$ cat src/pkg/nfcu_pkg.sv
// Constants, types and encodings of the number-format conversion unit
// Operation
// - Hex-to-ASCII turns each hex digit into one ASCII byte, doubling table words.
// - Digits 0-9 become 30h-39h; digits A-F become 41h-46h.
// - Table operands beyond accumulator or address reach raise the operand range flag.
// - Segment-encode turns four accumulator hex digits into seven-segment patterns.
// - Gray-to-BCD converts 16-bit Gray input, upper accumulator bits forced to zero.
// - Conversion is direct for 512 and 1024 count encoders.
// - Gray and shuffle results set the zero flag when the accumulator is zero.
// - Gray and shuffle results set the negative flag when the accumulator is negative.
// - Shuffle moves up to eight stack digits by accumulator order word into accumulator.
// - Each order digit gives the destination position of the matching source digit.
// - Order digit 0 or 9-F drops its source digit, contributing zero.
// - Duplicate destinations take the source digit with the most significant order digit.
// - Accumulator is 32 bits; conversions may use the full width.
package nfcu_pkg;

  // Operation select
  typedef enum logic [1:0]
  {
    OP_HEX_TO_ASCII = 2'h0,
    OP_SEGMENT_ENCODE = 2'h1,
    OP_GRAY = 2'h2,
    OP_SHUF = 2'h3
  } nfcu_op_e;

  // Table walk states, Gray coded along the usual path
  typedef enum logic [2:0]
  {
    ST_IDLE = 3'h0,
    ST_WAIT = 3'h1,
    ST_WR_HI = 3'h3,
    ST_WR_LO = 3'h2,
    ST_DRAIN = 3'h6
  } nfcu_state_e;

  // Values after reset
  localparam logic [31:0] ACC_RST = 32'h0000_0000;
  localparam logic [15:0] PTR_RST = 16'h0000;

  // Address space ceiling for table range checks
  localparam logic [17:0] ADDR_LIMIT = 18'h1_0000;

  // ASCII code bases
  localparam logic [7:0] ASCII_NUM_BASE = 8'h30;
  localparam logic [7:0] ASCII_ALPHA_BASE = 8'h41;
  localparam logic [7:0] ASCII_ALPHA_LAST = 8'h46;
  localparam logic [3:0] HEX_TEN = 4'ha;

  // Shuffle order digits that name a position
  localparam logic [3:0] ORDER_FIRST = 4'h1;
  localparam logic [3:0] ORDER_LAST = 4'h8;

  // Seven-segment patterns, bit 0 = segment a .. bit 6 = segment g
  localparam logic [15:0][7:0] SEGMENT_TABLE =
  {
    8'h71, 8'h79, 8'h5e, 8'h39, 8'h7c, 8'h77, 8'h6f, 8'h7f,
    8'h07, 8'h7d, 8'h6d, 8'h66, 8'h4f, 8'h5b, 8'h06, 8'h3f
  };

  // Buffer entry: address above data
  localparam int WORD_W = 16;
  localparam int ENTRY_W = 32;

endpackage

$ cat src/pkg/nfcu_wr_if.sv
// Write request channel between the table walker and its output buffer
`timescale 1ns/1ps
`default_nettype none
interface nfcu_wr_if;
  logic valid;
  logic ready;
  logic [15:0] addr;
  logic [15:0] data;

  // Producer side
  modport src (output valid, output addr, output data, input ready);
  // Buffer side
  modport snk (input valid, input addr, input data, output ready);
endinterface
`default_nettype wire

$ cat src/rtl/nfcu_buf.sv
// Two-entry write buffer between the table walker and word memory
`timescale 1ns/1ps
`default_nettype none
module nfcu_buf
  import nfcu_pkg::*;
(
  input wire logic clk_i,
  input wire logic rst_n_i,
  nfcu_wr_if.snk push,
  output logic out_valid_o,
  output logic [31:0] out_word_o,
  input wire logic out_ready_i,
  output logic empty_o
);
  logic [31:0] mem_reg [2];
  logic [31:0] mem_next [2];
  logic [1:0] cnt_reg;
  logic [1:0] cnt_next;
  logic valid_reg;
  logic valid_next;
  logic pop;
  logic take;
  logic [1:0] widx;

  // Accept while an entry is free
  assign push.ready = (cnt_reg != 2'h2);
  assign pop = valid_reg && out_ready_i;
  assign take = push.valid && push.ready;

  // Shift on pop, write behind the last held entry
  always_comb
  begin
    mem_next = mem_reg;
    if (pop)
    begin
      mem_next[0] = mem_reg[1];
    end
    widx = cnt_reg - {1'b0, pop};
    if (take)
    begin
      mem_next[widx[0]] = {push.addr, push.data};
    end
    cnt_next = cnt_reg - {1'b0, pop} + {1'b0, take};
    valid_next = (cnt_next != 2'h0);
  end

  // Registers
  always_ff @(posedge clk_i)
  begin
    if (!rst_n_i)
    begin
      mem_reg[0] <= 32'h0;
      mem_reg[1] <= 32'h0;
      cnt_reg <= 2'h0;
      valid_reg <= 1'b0;
    end
    else
    begin
      mem_reg <= mem_next;
      cnt_reg <= cnt_next;
      valid_reg <= valid_next;
    end
  end

  assign out_valid_o = valid_reg;
  assign out_word_o = mem_reg[0];
  assign empty_o = !valid_reg;
endmodule
`default_nettype wire

$ cat src/rtl/nfcu_top.sv
// Number-format conversion unit: hex-to-ASCII table walk and accumulator conversions
`timescale 1ns/1ps
`default_nettype none
module nfcu_top
(
  input wire logic clk_i,
  input wire logic rst_n_i,
  input wire logic op_valid_i,
  input wire nfcu_pkg::nfcu_op_e op_code_i,
  input wire logic [31:0] acc_i,
  input wire logic [31:0] stack_i,
  input wire logic [15:0] operand_i,
  output logic op_ready_o,
  output logic done_o,
  output logic [31:0] acc_o,
  output logic zero_o,
  output logic neg_o,
  output logic range_o,
  output logic rd_req_o,
  output logic [15:0] rd_addr_o,
  input wire logic rd_valid_i,
  input wire logic [15:0] rd_data_i,
  output logic wr_valid_o,
  output logic [15:0] wr_addr_o,
  output logic [15:0] wr_data_o,
  input wire logic wr_ready_i
);
  import nfcu_pkg::*;

  // Hex digit to ASCII byte
  function automatic logic [7:0] hex_ascii(input logic [3:0] d);
    hex_ascii = (d < HEX_TEN) ? ASCII_NUM_BASE + {4'h0, d}
                              : ASCII_ALPHA_BASE + {4'h0, d - HEX_TEN};
  endfunction

  // Legal ASCII byte check
  function automatic logic is_ascii(input logic [7:0] b);
    is_ascii = (b >= ASCII_NUM_BASE && b <= ASCII_NUM_BASE + 8'h09) ||
               (b >= ASCII_ALPHA_BASE && b <= ASCII_ALPHA_LAST);
  endfunction

  // Four digits to four pattern bytes
  function automatic logic [31:0] segment_encode(input logic [15:0] v);
    logic [31:0] r;
    r = 32'h0;
    for (int i = 0; i < 4; i++)
    begin
      r[8*i +: 8] = SEGMENT_TABLE[v[4*i +: 4]];
    end
    segment_encode = r;
  endfunction

  // Gray decode then binary to BCD of the 10-bit count
  function automatic logic [15:0] gray_bcd(input logic [15:0] g);
    logic [15:0] b;
    logic [15:0] bcd;
    b = 16'h0;
    bcd = 16'h0;
    b[15] = g[15];
    for (int i = 14; i >= 0; i--)
    begin
      b[i] = b[i+1] ^ g[i];
    end
    for (int i = 9; i >= 0; i--)
    begin
      for (int k = 0; k < 4; k++)
      begin
        if (bcd[4*k +: 4] > 4'h4)
        begin
          bcd[4*k +: 4] = bcd[4*k +: 4] + 4'h3;
        end
      end
      bcd = {bcd[14:0], b[i]};
    end
    gray_bcd = bcd;
  endfunction

  // Digit shuffle under an order word
  function automatic logic [31:0] shuffle(input logic [31:0] src, input logic [31:0] ord);
    logic [31:0] r;
    r = 32'h0;
    for (int i = 0; i < 8; i++)
    begin
      if (ord[4*i +: 4] >= ORDER_FIRST && ord[4*i +: 4] <= ORDER_LAST)
      begin
        // Later, more significant order digits overwrite earlier ones
        r[4*(ord[4*i +: 4] - ORDER_FIRST) +: 4] = src[4*i +: 4];
      end
    end
    shuffle = r;
  endfunction

  nfcu_state_e state_reg, state_next;
  logic [31:0] acc_reg, acc_next;
  logic zero_reg, zero_next;
  logic neg_reg, neg_next;
  logic range_reg, range_next;
  logic done_reg, done_next;
  logic ready_reg, ready_next;
  logic rd_req_reg, rd_req_next;
  logic [15:0] rd_addr_reg, rd_addr_next;
  logic [15:0] src_reg, src_next;
  logic [15:0] dst_reg, dst_next;
  logic [15:0] left_reg, left_next;
  logic [15:0] data_reg, data_next;
  nfcu_op_e last_op_reg, last_op_next;
  logic [16:0] wr_seen_reg, wr_seen_next;
  logic [15:0] cnt_copy_reg, cnt_copy_next;
  logic accept;
  logic range_bad;
  logic buf_empty;
  logic [31:0] buf_word;
  logic [17:0] src_end;
  logic [17:0] dst_end;

  nfcu_wr_if wr_if ();

  // Table operands must stay inside accumulator and address reach
  assign src_end = {2'h0, acc_i[15:0]} + {2'h0, stack_i[15:0]};
  assign dst_end = {2'h0, operand_i} + {1'b0, stack_i[15:0], 1'b0};
  assign range_bad = (|stack_i[31:16]) || (|acc_i[31:16]) ||
                     (src_end > ADDR_LIMIT) || (dst_end > ADDR_LIMIT);
  assign accept = op_valid_i && ready_reg;

  // Push one ASCII word per write state, most significant digits first
  assign wr_if.valid = (state_reg == ST_WR_HI) || (state_reg == ST_WR_LO);
  assign wr_if.addr = (state_reg == ST_WR_LO) ? dst_reg + 16'h1 : dst_reg;
  assign wr_if.data = (state_reg == ST_WR_LO) ?
                      {hex_ascii(data_reg[7:4]), hex_ascii(data_reg[3:0])} :
                      {hex_ascii(data_reg[15:12]), hex_ascii(data_reg[11:8])};

  // Operation decode and table walk
  always_comb
  begin
    state_next = state_reg;
    acc_next = acc_reg;
    zero_next = zero_reg;
    neg_next = neg_reg;
    range_next = range_reg;
    done_next = 1'b0;
    rd_req_next = 1'b0;
    rd_addr_next = rd_addr_reg;
    src_next = src_reg;
    dst_next = dst_reg;
    left_next = left_reg;
    data_next = data_reg;
    last_op_next = last_op_reg;
    wr_seen_next = wr_seen_reg + {16'h0, wr_if.valid && wr_if.ready};
    cnt_copy_next = cnt_copy_reg;
    unique case (state_reg)
      ST_IDLE:
      begin
        if (accept)
        begin
          last_op_next = op_code_i;
          unique case (op_code_i)
            OP_SEGMENT_ENCODE:
            begin
              acc_next = segment_encode(acc_i[15:0]);
              done_next = 1'b1;
            end
            OP_GRAY:
            begin
              acc_next = {16'h0, gray_bcd(acc_i[15:0])};
              zero_next = (acc_next == 32'h0);
              neg_next = acc_next[31];
              done_next = 1'b1;
            end
            OP_SHUF:
            begin
              acc_next = shuffle(stack_i, acc_i);
              zero_next = (acc_next == 32'h0);
              neg_next = acc_next[31];
              done_next = 1'b1;
            end
            OP_HEX_TO_ASCII:
            begin
              acc_next = acc_i;
              range_next = range_bad;
              wr_seen_next = 17'h0;
              cnt_copy_next = stack_i[15:0];
              src_next = acc_i[15:0];
              dst_next = operand_i;
              left_next = stack_i[15:0];
              if (range_bad || stack_i[15:0] == 16'h0)
              begin
                done_next = 1'b1;
              end
              else
              begin
                rd_req_next = 1'b1;
                rd_addr_next = acc_i[15:0];
                state_next = ST_WAIT;
              end
            end
          endcase
        end
      end
      ST_WAIT:
      begin
        if (rd_valid_i)
        begin
          data_next = rd_data_i;
          state_next = ST_WR_HI;
        end
      end
      ST_WR_HI:
      begin
        if (wr_if.ready)
        begin
          state_next = ST_WR_LO;
        end
      end
      ST_WR_LO:
      begin
        if (wr_if.ready)
        begin
          left_next = left_reg - 16'h1;
          dst_next = dst_reg + 16'h2;
          if (left_reg == 16'h1)
          begin
            state_next = ST_DRAIN;
          end
          else
          begin
            src_next = src_reg + 16'h1;
            rd_req_next = 1'b1;
            rd_addr_next = src_reg + 16'h1;
            state_next = ST_WAIT;
          end
        end
      end
      ST_DRAIN:
      begin
        if (buf_empty)
        begin
          done_next = 1'b1;
          state_next = ST_IDLE;
        end
      end
      default:
      begin
        state_next = ST_IDLE;
      end
    endcase
    ready_next = (state_next == ST_IDLE);
  end

  // Registers
  always_ff @(posedge clk_i)
  begin
    if (!rst_n_i)
    begin
      state_reg <= ST_IDLE;
      acc_reg <= ACC_RST;
      zero_reg <= 1'b0;
      neg_reg <= 1'b0;
      range_reg <= 1'b0;
      done_reg <= 1'b0;
      ready_reg <= 1'b0;
      rd_req_reg <= 1'b0;
      rd_addr_reg <= PTR_RST;
      src_reg <= PTR_RST;
      dst_reg <= PTR_RST;
      left_reg <= PTR_RST;
      data_reg <= PTR_RST;
      last_op_reg <= OP_HEX_TO_ASCII;
      wr_seen_reg <= 17'h0;
      cnt_copy_reg <= PTR_RST;
    end
    else
    begin
      state_reg <= state_next;
      acc_reg <= acc_next;
      zero_reg <= zero_next;
      neg_reg <= neg_next;
      range_reg <= range_next;
      done_reg <= done_next;
      ready_reg <= ready_next;
      rd_req_reg <= rd_req_next;
      rd_addr_reg <= rd_addr_next;
      src_reg <= src_next;
      dst_reg <= dst_next;
      left_reg <= left_next;
      data_reg <= data_next;
      last_op_reg <= last_op_next;
      wr_seen_reg <= wr_seen_next;
      cnt_copy_reg <= cnt_copy_next;
    end
  end

  // Write buffer absorbs memory stalls
  nfcu_buf u_buf
  (
    .clk_i (clk_i),
    .rst_n_i (rst_n_i),
    .push (wr_if.snk),
    .out_valid_o (wr_valid_o),
    .out_word_o (buf_word),
    .out_ready_i (wr_ready_i),
    .empty_o (buf_empty)
  );

  // Outputs
  assign op_ready_o = ready_reg;
  assign done_o = done_reg;
  assign acc_o = acc_reg;
  assign zero_o = zero_reg;
  assign neg_o = neg_reg;
  assign range_o = range_reg;
  assign rd_req_o = rd_req_reg;
  assign rd_addr_o = rd_addr_reg;
  assign wr_addr_o = buf_word[31:16];
  assign wr_data_o = buf_word[15:0];
endmodule
`default_nettype wire

$ cat config.mk
export PLATFORM = sky130hd
export DESIGN_NAME = nfcu_top
export DESIGN_NICKNAME = d
export VERILOG_FILES = /design/src/pkg/nfcu_pkg.sv /design/src/pkg/nfcu_wr_if.sv /design/src/rtl/nfcu_buf.sv /design/src/rtl/nfcu_top.sv
export SDC_FILE = /design/constraint.sdc
export NUM_CORES = 1
export LEC_CHECK = 0
export BUFFER_PORTS_ARGS = -buffer_cell sky130_fd_sc_hd__buf_2
export CAP_MARGIN = 10
export CORE_MARGIN = 2
export CORE_UTILIZATION = 35
export CTS_CLUSTER_SIZE = 30
export DETAILED_ROUTE_END_ITERATION = 10
export GPL_TIMING_DRIVEN = 0
export HOLD_SLACK_MARGIN = 0.02
export REMOVE_ABC_BUFFERS = 1
export SETUP_SLACK_MARGIN = 0.05
export SYNTH_ARGS = -nofsm -noshare
export SYNTH_HDL_FRONTEND = slang
export SYNTH_HIERARCHICAL = 1
export SYNTH_SLANG_ARGS = --single-unit
$ cat constraint.sdc
create_clock -name clk_i -period 10.29 [get_ports clk_i]
set_input_delay 0.5145 -clock clk_i [delete_from_list [all_inputs] [get_ports clk_i]]
set_output_delay 0.5145 -clock clk_i [all_outputs]
set_load 0.1 [all_outputs]
# [Yosys cells after proc, flatten, opt, wreduce, memory -nomap -nowiden]
# Memory sizes are Yosys's and may differ from the RTL's.
# Index checks and enable logic that the tools add are counted.
[totals] regBits=188 romBits=512 input_bits=103 out_inout_bits=87 elab_cells=334 mem_count=4
[mem_list] name="(name not given)" depth=16 width=8 read_ports=1 rd_ports_with_merged_regs=0 write_ports=0 line_no="nfcu_top.sv:48" source="r[8*i +: 8] = SEGMENT_TABLE[v[4*i +: 4]];"
[mem_list] name="(name not given)" depth=16 width=8 read_ports=1 rd_ports_with_merged_regs=0 write_ports=0 line_no="nfcu_top.sv:48"
[mem_list] name="(name not given)" depth=16 width=8 read_ports=1 rd_ports_with_merged_regs=0 write_ports=0 line_no="nfcu_top.sv:48"
[mem_list] name="(name not given)" depth=16 width=8 read_ports=1 rd_ports_with_merged_regs=0 write_ports=0 line_no="nfcu_top.sv:48"
[op_classes] addsub=48 n_lt_le_gt_ge=40 eq_ne=14 shift=16 mux=142 bitwise=17 reduce_logical=36
[ops] operator="$mux W32" count=34
[ops] operator="$neg A32 Y34" count=8
[ops] operator="$shift A4 B34 Y32 const A" count=8
[ops] operator="$shiftx A4 B34 Y32" count=8
[ops] operator="$mux W16" count=15
[ops] operator="$bwmux W32" count=7
[ops] operator="$mux W4" count=48
[ops] operator="$pmux W16 S2" count=4
[ops] operator="$pmux W32 S4" count=1
[ops] operator="$bwmux W64" count=1
[ops] operator="$mux W64" count=1
[ops] operator="$mux W8" count=8
[ops] operator="$sub A4 B1 Y5 const B" count=8
[ops] operator="$add A4 B2 Y4 const B" count=9
[ops] operator="$gt A4 B3 Y1 const B" count=9
[ops] operator="$add A16 B1 Y16 const B" count=2
[ops] operator="$add A7 B4 Y8 const A" count=4
[ops] operator="$and A32 B32 Y32" count=1
[ops] operator="$demux W32 S1" count=1
[ops] operator="$ge A4 B1 Y1 const B" count=8
[ops] operator="$le A4 B4 Y1 const B" count=8
[ops] operator="$logic_not A32 Y1" count=1
[ops] operator="$reduce_or A16 Y1" count=2
[ops] operator="$add A6 B4 Y7 const A" count=4
[ops] operator="other kinds (42)" count=113

# [Depth between registers and ports, before layout]
# Gate-level depths: netlist of the first run.
[depth] depth_word=45 depth_mapped=42 depth_no_buf=40

# [By module]
# The synthesis of the first run kept the hierarchy.
[by_module_without_submodules] module="nfcu_top" instances=1 cells_each=2551 area_per_inst_um2=17820.8 seq_area_each_um2=2422.3
[by_module_without_submodules] module="nfcu_buf" instances=1 cells_each=382 area_per_inst_um2=3477.1 seq_area_each_um2=1341.3

# [Least setup slack after synthesis of the first run]
# Ideal clock, no wire load.
[synth_timing] path_type="in2reg" from="in acc_i[14]" to="reg acc_reg[1] (netlist: acc_o[1])" setup_time_ps=124 t_arrival_ps=9466 required_ps=10166 path_slack_ps=700 cell_stages=41 n_path_buf=4 path_cell_list="clkbuf_1 > inv_1 > ha_1 > xnor2_1 > xor3_2 > inv_4 > ha_1 > ha_1 > clkbuf_1 > xor2_1 > inv_1 > ha_1 > and3_1 > a31oi_4 > and2_1 > xnor2_1 > inv_1 > ha_1 > (+5 left out) > a211o_1 > and3_1 > buf_2 > xnor2_1 > ha_1 > inv_1 > a21bo_4 > xor2_1 > ha_1 > nor2_1 > mux2i_1 > and2_1 > xnor2_1 > ha_1 > o31a_2 > or4_1 > o2111ai_1 > o31ai_1"
[synth_between] elab_chain_len=44 elab_cells_between_ends=89 cone_classes="9 x add/sub; 9 x order compare; 2 x shift; 54 x mux; 14 x bitwise; 1 x reduce/logical"
[synth_rtl] element="start: declaration" line_no="nfcu_top.sv:10" source="input wire logic [31:0] acc_i,"
[synth_rtl] element="$xor A1 B1 Y1 (8 in a row)" line_no="nfcu_top.sv:62" source="b[i] = b[i+1] ^ g[i];"
[synth_rtl] element="$add A3 B2 Y4 / $gt A3 B3 Y1 (equally long branches)" line_no="nfcu_top.sv:70, nfcu_top.sv:68"
[synth_rtl] element="$mux W4" line_no="nfcu_top.sv:68" source="if (bcd[4*k +: 4] > 4'h4)"
[synth_rtl] element="$mux W4" line_no="nfcu_top.sv:156" source="unique case (op_code_i)"
[synth_rtl] element="$mux W4" line_no="nfcu_top.sv:153" source="if (accept)"
[synth_rtl] element="$mux W4" line_no="nfcu_top.sv:150" source="unique case (state_reg)"
[synth_rtl] element="$add A4 B2 Y4 / $gt A4 B3 Y1 (equally long branches)" line_no="nfcu_top.sv:70, nfcu_top.sv:68"
[synth_rtl] element="$mux W4" line_no="nfcu_top.sv:68"
[synth_rtl] element="(+21 left out)"
[synth_rtl] element="$mux W4" line_no="nfcu_top.sv:153"
[synth_rtl] element="$mux W4" line_no="nfcu_top.sv:150"
[synth_rtl] element="$gt A4 B3 Y1" line_no="nfcu_top.sv:68"
[synth_rtl] element="$mux W4" line_no="nfcu_top.sv:68"
[synth_rtl] element="$mux W4" line_no="nfcu_top.sv:156"
[synth_rtl] element="$mux W4" line_no="nfcu_top.sv:153"
[synth_rtl] element="$mux W4" line_no="nfcu_top.sv:150"
[synth_rtl] element="$pmux W32 S4 *" line_no="nfcu_top.sv:156"
[synth_rtl] element="end signal: assignment" line_no="nfcu_top.sv:274" source="acc_reg <= acc_next;"
[synth_rtl] element="end: declaration" line_no="nfcu_top.sv:94" source="logic [31:0] acc_reg, acc_next;"
# Mark *: on every way between the ends. The rest lies on a longest branch, timed or not. The select of a mux whose other input is x is not followed.
# A chain may end at the register's enable or synchronous reset.

# [Worst setup path after layout of the first run]
[layout_timing] from="in acc_i[15]" to="reg acc_reg[1] (netlist: acc_o[1])"
# Same word-level chain as after synthesis.

==> key figures, run 1 <==
Timing
  – RSZ-0062 raised after global routing: no
  – Slew HR: roughly 17%
  – Period utilization: 93.7%
  – Slew @ Worst Pin: 1.24 ns
  – Fin crit period: between 9 and 10 ns
  – Skew final: around 0.012 ns
  – Final setup violation count: 0
  – Setup TNS: 0 ns
  – Final hold violation count: 0
  – Worst setup margin: ~0.65 ns
  – Pins Over Slew Limit: 0
  – Fmax: 104 MHz

GRT
  – Largest net degree at the start of global routing: ~170
  – First-pass GRT wire length: around 110,000 µm
  – Vias in the first global route: ~19,000
  – GRT Residual Overflow: 0
  – Antenna violations before repair: 2
  – GRT Overall Usage: a little over a fifth

Worst hold path
  – Worst Hold Class: primary input to register
  – Hold-critical path endpoint: data_reg[15]$_SDFFE_PN0P_
  – Hold Startpoint: rd_data_i[15]
  – Hold depth: 3

Clock tree
  – Clk root buf: clkbuf_16
  – Clock-pin slew on the worst setup and hold paths: around 0.080 ns
  – CTS tree: yes
  – H-tree levels: 4
  – Num CTS Buffers: 17
  – Hold buffer count at cts: 0
  – Max clock buf depth: 2
  – Clk_lat worst skew: 0.47 ns
  – CTS sink cnt: ~190

Worst setup path
  – Worst R2R Path Depth: 9
  – Critical Path AT: 9.99 ns
  – Worst Path Max Fanout: 14
  – Setup CP Type: primary input to register
  – R2R Path End: zero_o$_SDFFE_PN0P_
  – Worst Setup End Kind: register
  – Required @ worst endpoint: roughly 11 ns
  – Highest-delay cell along the critical path: or3_1
  – FF-to-FF setup slack: between 7 and 8 ns
  – Slowest stage delay, CP: between 0.5 and 0.6 ns
  – RR Startpoint: state_reg[1]$_SDFF_PN0_
  – Startpoint types: primary input
  – Cell mode on critical path: ha_1

Yosys
  – Synth Area in Simple Gates: 28.0%
  – Synth cell types: approximately 110
  – Main combinational cell family by area after synthesis: simple AND/OR/NAND/NOR gates
  – XOR/XNOR Fraction of Synth Area: between 3 and 4%
  – Primary FF master, synth: dfxtp_1
  – Synth Area in Adders: about a tenth
  – Cells after Synth: slightly below 3,000
  – Async S/R FF share, synth: 0%
  – Mux cell area share after synthesis: about 10%
  – Synthesized cell area: ~21,000 µm²
  – Yosys warns: 6
  – Synth Register Bits: ~190
  – Post-synth EDFFs: 0
  – Post-synthesis sequential area ratio: around 18%
  – Synthesized area per cell: about 7.3 µm²
  – Compound-Gate Fraction of Synth Area: a little under a quarter

Power
  – Int Pwr: roughly 3 mW
  – P_sw: 2.78 mW
  – Seq pwr share: between 10% and 20%
  – Clock power share: 12.1%
  – Combinational fraction of design power: 74.1%
  – Switch share: roughly 49%
  – Pwr per Cell Area: between 200 and 250 nW/µm²
  – Peak VDD IR: about 0.67 mV
  – LEAKAGE: about 10 nW

Routing
  – Post-route antenna net violation count: 0
  – Vias/cell: between 5 and 6
  – DR WL/cell: ~18 µm
  – Drt first-iter violations: about 1,900
  – Via Count: roughly 21,000
  – Total wire length: just under 70,000 µm
  – First-pass DRT Iterations: 6
  – DRC Markers: 0

Finish
  – Area Growth Syn to Fin: 8.54%
  – NumNets Final: 3,211
  – Commonest non-fill, non-tap cells in the layout: nand2_1, nor2_1, o21ai_0, dfxtp_1, buf_2
  – Ratio of cells with drive above 1 in the final layout: 11.1%
  – Most common cell after layout, fill and taps aside: nand2_1
  – Core Util, Final: 38.4%

Place
  – IO Port Bufs: 189
  – Gp weighted congestion: between 0.9 and 1
  – Hpwl dp: 50,600 µm
  – Place WS: -0.606 ns

Die
  – Starting density of the core: between 30% and 40%
  – Die height: between 200 and 300 µm
  – Chip Width: 251 µm
  – Rows: 90
  – # IOs: between 150 and 200
  – DIE AREA: 62,800 µm²
  – Core Region: about 60,000 µm²

Outcome
  – Status: finished, final reports clean

Job
  – Max Cap Viol: 0
==> layer usage <==
metal	routed length, µm	share of wire (%)	up-vias	global-route usage, %
met5	0	0	-	0
met4	1800	2.6	0	7.31
met3	4180	6.2	103	3.61
met2	30300	45	597	32.8
met1	31600	47	9858	28.7
li1	-	-	10600	-
==> cells by family after synthesis <==
kind of cell             Yosys count
AO/OA/AOI/OAI                    757
flip-flops                       188
adder cells (fa/ha/maj)          169
multiplexers                     211
AND/OR/NAND/NOR                 1182
other                              1
buffers and inverters            347
XOR/XNOR                          78
==> cell usage after synthesis (74+ instances only) <==
library cell	instances	area [µm²]
clkbuf_1	144	541
a21boi_0	74	556
nor3_1	74	370
dfxtp_1	188	3760
mux2i_1	178	1780
a21oi_1	162	811
o21ai_0	189	946
nand2_1	367	1380
ha_1	167	2090
nand3_1	92	460
inv_1	128	480
nor2_1	223	837
==> worst max-delay path: cells and delay by family <==
family                   cells  cell delay (ns)
buffers and inverters        6             0.96
XOR/XNOR                     7             1.77
AO/OA/AOI/OAI                5             1.07
AND/OR/NAND/NOR             10             2.85
multiplexers                 1             0.21
adder cells (fa/ha/maj)      9             2.58
==> area by class of cell <==
class                      count  area, µm²
multi-input combinational   2399      16100
clock inverter                13        148
timing repair buffer         201       1150
fill                        6316      37100
tap                          782        978
clock buffer                  19        453
sequential                   188       3760
antenna                        2       5.00
inverter                     132        502
==> what timing repair did <==
item / 4_1_cts / 5_1_grt
setup endpoints to repair: 2 / 12
setup buffers: 0 / 1
pin swaps: 0 / 1
resized for setup: 2 / 11
==> worst max-delay path by stage <==
stage | endpoint | slack, ns | startpoint | cells after the start
after floorplan | acc_o[1]$_SDFFE_PN0P_ | 1.09 | acc_i[15] | 37
after global placement | acc_o[1]$_SDFFE_PN0P_ | -0.62 | acc_i[15] | 38
after detailed placement | acc_o[1]$_SDFFE_PN0P_ | -0.61 | acc_i[15] | 38
after CTS | acc_o[1]$_SDFFE_PN0P_ | 0.13 | acc_i[15] | 38
after global routing | zero_o$_SDFFE_PN0P_ | 0.06 | acc_i[15] | 39
final | acc_o[1]$_SDFFE_PN0P_ | 0.65 | acc_i[15] | 38
==> power groups by stage <==
stage | logic, mW | registers [mW] | clock network, mW
final | 4.22 | 0.785 | 0.691
after CTS | 4.14 | 0.785 | 0.713
after detailed placement | 4.09 | 0.803 | 0
after global routing | 4.63 | 0.790 | 0.739
after floorplan | 3.20 | 0.925 | 0
after global placement | 4.03 | 0.824 | 0
==> stage by stage <==
step                hold WS (ns)  instances  instance area (µm²)  power, mW
CTS                        0.268       3729                23000       5.64
global route               0.292       3736                23100       6.16
global placement           0.442       3690                22200       4.85
detailed placement         0.444       3697                22400       4.89
floorplan                  0.434       2719                20300       4.13
finish                     0.286       3736                23100       5.70
No activity file was read; power rests on OpenSTA's default activity.
==> run 2, diff against run 1 <==
--- a/config.mk
+++ b/config.mk
@@ -6,7 +6,6 @@
 export NUM_CORES = 1
 export LEC_CHECK = 0
 export BUFFER_PORTS_ARGS = -buffer_cell sky130_fd_sc_hd__buf_2
-export CAP_MARGIN = 10
 export CORE_MARGIN = 2
 export CORE_UTILIZATION = 35
 export CTS_CLUSTER_SIZE = 30
@@ -15,6 +14,7 @@
 export HOLD_SLACK_MARGIN = 0.02
 export REMOVE_ABC_BUFFERS = 1
 export SETUP_SLACK_MARGIN = 0.05
+export SLEW_MARGIN = 10
 export SYNTH_ARGS = -nofsm -noshare
 export SYNTH_HDL_FRONTEND = slang
 export SYNTH_HIERARCHICAL = 1
==> constraint.sdc (replaced) <==
create_clock -name clk_i -period 11.05 [get_ports clk_i]
set_input_delay 0.5525 -clock clk_i [delete_from_list [all_inputs] [get_ports clk_i]]
set_output_delay 0.5525 -clock clk_i [all_outputs]
set_load 0.1 [all_outputs]
==> run 2 against run 1 <==
- core utilization shrank 0.14 points
- critical path depth stayed put
- clock power decreased by 5.6%
- clock-buffer cell count shrank 2
- cell count shrank 0.11%
- sequential share of layout area grew 0.060 points
- via count rose by 0.42%
- first-iteration DRC count grew 4.4%
- combinational power shrank 7.8%
- sequential cell count is the same
- non-clock buffer count shrank 5
- critical path type unchanged
==> key figures, run 2 (synthesis results as in run 1) <==
Clock tree
  – Clk root buf: clkbuf_16 (unchanged)
  – H-tree levels: 4 (unchanged)
  – Max clock buf depth: 2 (unchanged)
  – Num CTS Buffers: 17 (unchanged)
  – Clock-pin slew on the worst setup and hold paths: 0.08 ns (about the same)
  – CTS sink cnt: 188 (unchanged)
  – Clk_lat worst skew: 0.50 ns (was 0.47 ns)
  – Hold buffer count at cts: 0 (unchanged)
  – Post_cts resized: 0 (was 2)
  – CTS tree: yes (unchanged)
  – Buffer count from post-CTS setup fixing: 0 (unchanged)

Routing
  – Post-route antenna net violation count: 0 (unchanged)
  – First-pass DRT Iterations: 7 (was 6)
  – Drt first-iter violations: 1,934 (was 1,852)
  – Vias/cell: 5.69 (was 5.66)
  – Via Count: 21,200 (was 21,100)
  – Total wire length: 68,200 µm (was 67,800 µm)
  – DRC Markers: 0 (unchanged)
  – DR WL/cell: 18.3 µm (was 18.1 µm)

Worst setup path
  – Highest-delay cell along the critical path: or3_1 (unchanged)
  – Startpoint types: primary input (unchanged)
  – Critical Path AT: 10.70 ns (was 9.99 ns)
  – Slowest stage delay, CP: 0.51 ns (about the same)
  – Required @ worst endpoint: 11.43 ns (was 10.64 ns)
  – Worst Setup End Kind: register (unchanged)
  – Cell mode on critical path: ha_1 (unchanged)
  – Setup CP Type: primary input to register (unchanged)
  – Worst Path Max Fanout: 14 (unchanged)

GRT
  – Vias in the first global route: 19,100 (was 19,200)
  – First-pass GRT wire length: 106,000 µm (was 105,000 µm)
  – Antenna violations before repair: 3 (was 2)
  – Largest net degree at the start of global routing: 135 (was 169)
  – GRT Residual Overflow: 0 (unchanged)
  – GRT Overall Usage: 21.1% (was 20.9%)

Timing
  – Pins Over Slew Limit: 0 (unchanged)
  – Fmax: ~97 MHz
  – Skew final: 0.0149 ns (was 0.0121 ns)
  – Slew @ Worst Pin: 1.24 ns (about the same)
  – Period utilization: approximately 93%
  – Setup TNS: 0 ns (unchanged)
  – RSZ-0062 raised after global routing: no (unchanged)
  – Final hold violation count: 0 (unchanged)
  – Final setup violation count: 0 (unchanged)
  – Worst setup margin: 0.725 ns (was 0.651 ns)
  – Slew HR: 17.1% (was 17.4%)
  – Fin crit period: just over 10 ns

Power
  – LEAKAGE: 9.92 nW (was 9.96 nW)
  – Peak VDD IR: 0.614 mV (was 0.671 mV)
  – Pwr per Cell Area: 229 nW/µm² (was 247 nW/µm²)

Place
  – Hpwl dp: 50,800 µm (was 50,600 µm)
  – Place WS: 0.129 ns (was -0.606 ns)
  – Gp weighted congestion: 0.977 (unchanged)
  – IO Port Bufs: 189 (unchanged)

Finish
  – Most common cell after layout, fill and taps aside: nand2_1 (unchanged)
  – Ratio of cells with drive above 1 in the final layout: 10.9% (was 11.1%)
  – Commonest non-fill, non-tap cells in the layout: nand2_1, nor2_1, o21ai_0, buf_2, dfxtp_1 (was nand2_1, nor2_1, o21ai_0, dfxtp_1, buf_2)
  – NumNets Final: 3,206 (was 3,211)
  – Fillers: 6,297 (was 6,316)
  – Area Growth Syn to Fin: 8.14% (was 8.54%)

Die
  – # IOs: 190 (unchanged)
  – Chip Width: 251 µm (unchanged)
  – Starting density of the core: 35.4% (unchanged)
  – Die height: 251 µm (unchanged)
  – DIE AREA: 62,800 µm² (unchanged)
  – Rows: 90 (unchanged)
  – Core Region: 60,200 µm² (unchanged)

Worst hold path
  – Worst Hold Class: primary input to register (unchanged)

Job
  – Max Cap Viol: 0 (unchanged)

Outcome
  – Status: finished, final reports clean (unchanged)
==> run 2: changes by cell type in the layout (fill, tap and decap cells not counted), sizes merged <==
cell / change
inv: +1
clkinvlp: -1
clkbuf: -5
clkinv: +2
buf: -2
diode: +1
==> run 2: worst paths after layout <==
path,cells past startpoint,from,end,slack (ns)
worst max-delay path,38,acc_i[15],acc_o[1]$_SDFFE_PN0P_,0.73
worst min-delay path,3,rd_data_i[15],data_reg[15]$_SDFFE_PN0P_,0.30
worst min register to register,2,rd_addr_o[2]$_SDFFE_PN0P_,rd_addr_o[2]$_SDFFE_PN0P_,0.46
worst max register to register,9,state_reg[1]$_SDFF_PN0_,zero_o$_SDFFE_PN0P_,7.94
==> run 2: worst max-delay path: cells and delay by family <==
family | cells | cell delay, ns
XOR/XNOR | 7 | 2.05
AND/OR/NAND/NOR | 10 | 2.85
multiplexers | 1 | 0.20
buffers and inverters | 6 | 1.14
AO/OA/AOI/OAI | 5 | 1.10
adder cells (fa/ha/maj) | 9 | 2.76
==> run 2: final cells by class <==
class | instances | area [µm²] | share of cell area, %
Inverter | 132 | 498 | 2.16
Multi-Input combinational cell | 2399 | 16100 | 69.8
Clock buffer | 17 | 425 | 1.85
Timing Repair Buffer | 196 | 1100 | 4.77
Clock inverter | 15 | 174 | 0.755
Antenna cell | 3 | 7.51 | 0.0326
Sequential cell | 188 | 3760 | 16.3
Tap cell | 782 | 978 | 4.25
==> run 2: report_power, final <==
group | switching, mW | internal, mW
Combinational | 2.22 | 1.67
Sequential | 0.0306 | 0.700
Clock | 0.346 | 0.306
Total | 2.60 | 2.68
==> run 2: routing by layer <==
metal | up-vias | GRT usage, % | part of all wire (%)
met5 | - | 0 | 0
met4 | 0 | 6.21 | 2.2
met3 | 101 | 3.82 | 6.0
met2 | 619 | 33.6 | 45
met1 | 9921 | 28.9 | 47
li1 | 10600 | - | -
==> run 2: metrics by stage <==
stage | cell area [µm²] | hold slack [ns] | total power, mW | cells | util, %
floorplan | 20300 | 0.434 | 3.84 | 2719 | -
global placement | 22200 | 0.442 | 4.52 | 3690 | 36.9
detailed placement | 22400 | 0.444 | 4.56 | 3697 | 37.2
CTS | 23000 | 0.268 | 5.26 | 3729 | 38.2
global route | 23000 | 0.301 | 5.71 | 3732 | 38.2
finish | 23000 | 0.300 | 5.27 | 3732 | 38.2
==> run 3, diff against run 2 <==
--- a/config.mk
+++ b/config.mk
@@ -6,7 +6,6 @@
 export NUM_CORES = 1
 export LEC_CHECK = 0
 export BUFFER_PORTS_ARGS = -buffer_cell sky130_fd_sc_hd__buf_2
-export CORE_MARGIN = 2
 export CORE_UTILIZATION = 35
 export CTS_CLUSTER_SIZE = 30
 export DETAILED_ROUTE_END_ITERATION = 10
==> run 3 against run 2 <==
- global-route usage decreased by 0.21 points
- die area decreased by 1.6%
- routed wire length decreased by 1.2%
- power increased by 0.17%
- clock skew increased by 0.0013 ns
- via count decreased by 0.88%
- worst setup slack got worse by 0.029 ns
- register-to-register slack got worse by 0.05 ns
- non-clock buffer count unchanged
- cell count about the same
- critical path type unchanged
- highest routed layer unchanged
==> key figures, run 3 (synthesis results as in run 1) <==
Outcome
  – Status: finished, final reports clean (unchanged)

Die
  – Starting density of the core: 35.4% (unchanged)
  – DIE AREA: 61,800 µm² (was 62,800 µm²)
  – # IOs: 190 (unchanged)
  – Chip Width: 249 µm (was 251 µm)
  – Core Region: 60,200 µm² (unchanged)
  – Rows: 90 (unchanged)
  – Die height: 249 µm (was 251 µm)

Power
  – LEAKAGE: 9.93 nW (was 9.92 nW)
  – Pwr per Cell Area: 229 nW/µm² (about the same)
  – Seq pwr share: 13.8% (was 13.9%)
  – P_sw: 2.57 mW (was 2.60 mW)
  – Clock power share: 12.8% (was 12.4%)
  – Switch share: 48.7% (was 49.2%)
  – Int Pwr: 2.71 mW (was 2.68 mW)
  – Peak VDD IR: 0.545 mV (was 0.614 mV)
  – Combinational fraction of design power: 73.4% (was 73.8%)
  – Pwr Total: 5.28 mW (was 5.27 mW)

Worst setup path
  – Critical Path AT: 10.69 ns (was 10.70 ns)
  – Slowest stage delay, CP: 0.51 ns (about the same)
  – Cell mode on critical path: ha_1 (unchanged)
  – FF-to-FF setup slack: 7.89 ns (was 7.94 ns)
  – Worst Setup End Kind: register (unchanged)
  – Worst Path Max Fanout: 14 (unchanged)
  – Highest-delay cell along the critical path: or3_1 (unchanged)
  – Setup CP Type: primary input to register (unchanged)
  – Required @ worst endpoint: 11.39 ns (was 11.43 ns)
  – Startpoint types: primary input (unchanged)

Clock tree
  – Clk root buf: clkbuf_16 (unchanged)
  – CTS tree: yes (unchanged)
  – Hold buffer count at cts: 0 (unchanged)
  – Max clock buf depth: 2 (unchanged)
  – Num CTS Buffers: 17 (unchanged)
  – Clock-pin slew on the worst setup and hold paths: 0.08 ns (about the same)
  – H-tree levels: 4 (unchanged)
  – CTS sink cnt: 188 (unchanged)
  – Clk_lat worst skew: 0.47 ns (was 0.50 ns)

Timing
  – Fin crit period: 10.35 ns (was 10.32 ns)
  – Slew @ Worst Pin: 1.27 ns (was 1.24 ns)
  – Final hold violation count: 0 (unchanged)
  – Setup TNS: 0 ns (unchanged)
  – Skew final: 0.0162 ns (was 0.0149 ns)
  – Final setup violation count: 0 (unchanged)
  – Fmax: 96.6 MHz (was 96.9 MHz)
  – Period utilization: 93.7% (was 93.4%)
  – Slew HR: 15.5% (was 17.1%)
  – Worst setup margin: 0.697 ns (was 0.725 ns)
  – RSZ-0062 raised after global routing: no (unchanged)
  – Pins Over Slew Limit: 0 (unchanged)

Routing
  – Post-route antenna net violation count: 0 (unchanged)
  – Vias/cell: 5.64 (was 5.69)
  – DR WL/cell: 18.1 µm (was 18.3 µm)
  – DRC Markers: 0 (unchanged)
  – Drt first-iter violations: 1,631 (was 1,934)
  – Total wire length: 67,400 µm (was 68,200 µm)
  – First-pass DRT Iterations: 6 (was 7)
  – Via Count: 21,000 (was 21,200)

Place
  – IO Port Bufs: 189 (unchanged)
  – Hpwl dp: 50,500 µm (was 50,800 µm)
  – Place WS: 0.192 ns (was 0.129 ns)
  – Gp weighted congestion: 0.965 (was 0.977)
  – Area after DPL: 22,400 µm² (about the same)

GRT
  – Vias in the first global route: 18,700 (was 19,100)
  – GRT Residual Overflow: 0 (unchanged)
  – Largest net degree at the start of global routing: 144 (was 135)
  – Antenna violations before repair: 1 (was 3)
  – First-pass GRT wire length: 104,000 µm (was 106,000 µm)
  – GRT Overall Usage: 20.9% (was 21.1%)

Finish
  – Commonest non-fill, non-tap cells in the layout: nand2_1, nor2_1, o21ai_0, buf_2, dfxtp_1 (unchanged)
  – NumNets Final: 3,206 (unchanged)
  – Core Util, Final: 38.3% (was 38.2%)
  – Final instance area: 23,100 µm² (was 23,000 µm²)
  – Ratio of cells with drive above 1 in the final layout: 10.8% (was 10.9%)
  – Fillers: 6,312 (was 6,297)
  – Area Growth Syn to Fin: 8.24% (was 8.14%)
  – Most common cell after layout, fill and taps aside: nand2_1 (unchanged)

Job
  – Max Cap Viol: 0 (unchanged)

Worst hold path
  – Worst Hold Class: primary input to register (unchanged)
run 3: power groups by stage:
stage / registers, mW / logic, mW / clock network [mW]
6_report: 0.729 / 3.88 / 0.674
5_1_grt: 0.733 / 4.22 / 0.719
4_1_cts: 0.729 / 3.85 / 0.694
3_5_place_dp: 0.745 / 3.81 / 0
3_3_place_gp: 0.767 / 3.75 / 0
2_1_floorplan: 0.861 / 2.98 / 0
run 3: layout make-up:
cell class / count / area, µm² / share of cell area, %
inverter: 132 / 498 / 2.16
clock buffer: 17 / 425 / 1.85
tap: 782 / 978 / 4.24
clock inverter: 14 / 201 / 0.874
multi-input combinational: 2399 / 16100 / 69.8
sequential: 188 / 3760 / 16.3
antenna: 1 / 2.50 / 0.0109
timing repair buffer: 196 / 1100 / 4.77
run 3: metal layers:
| layer | wire length, µm | track usage (%) |
|---|---|---|
| met4 | 1470 | 5.70 |
| met1 | 31800 | 28.8 |
| met3 | 3700 | 3.03 |
| met2 | 30400 | 33.7 |
| met5 | 0 | 0 |
run 3: per-stage QoR:
step	instances	hold slack [ns]
CTS	3728	0.298
global route	3729	0.316
finish	3729	0.327
detailed placement	3697	0.444
global placement	3690	0.442
floorplan	2719	0.434
run 3: critical path, delay by kind of cell:
kind / cells / cell delay [ns]
AO/OA/AOI/OAI: 5 / 1.09
XOR/XNOR: 7 / 2.05
adder cells (fa/ha/maj): 9 / 2.80
buffers and inverters: 6 / 1.14
multiplexers: 1 / 0.19
AND/OR/NAND/NOR: 10 / 2.84
run 3: timing repair:
action                                  in CTS  in global routing
endpoints found under the setup margin       0                  2
gates resized for setup                      0                  2
setup buffers                                0                  0
run 3: worst paths after layout:
kind / endpoint / depth (start not counted) / from
setup / recovery: acc_o[1]$_SDFFE_PN0P_ / 38 / acc_i[15]
hold reg to reg: register / 2 / register
setup reg to reg: zero_o$_SDFFE_PN0P_ / 9 / state_reg[1]$_SDFF_PN0_
hold / removal: data_reg[4]$_SDFFE_PN0P_ / 3 / rd_data_i[4]
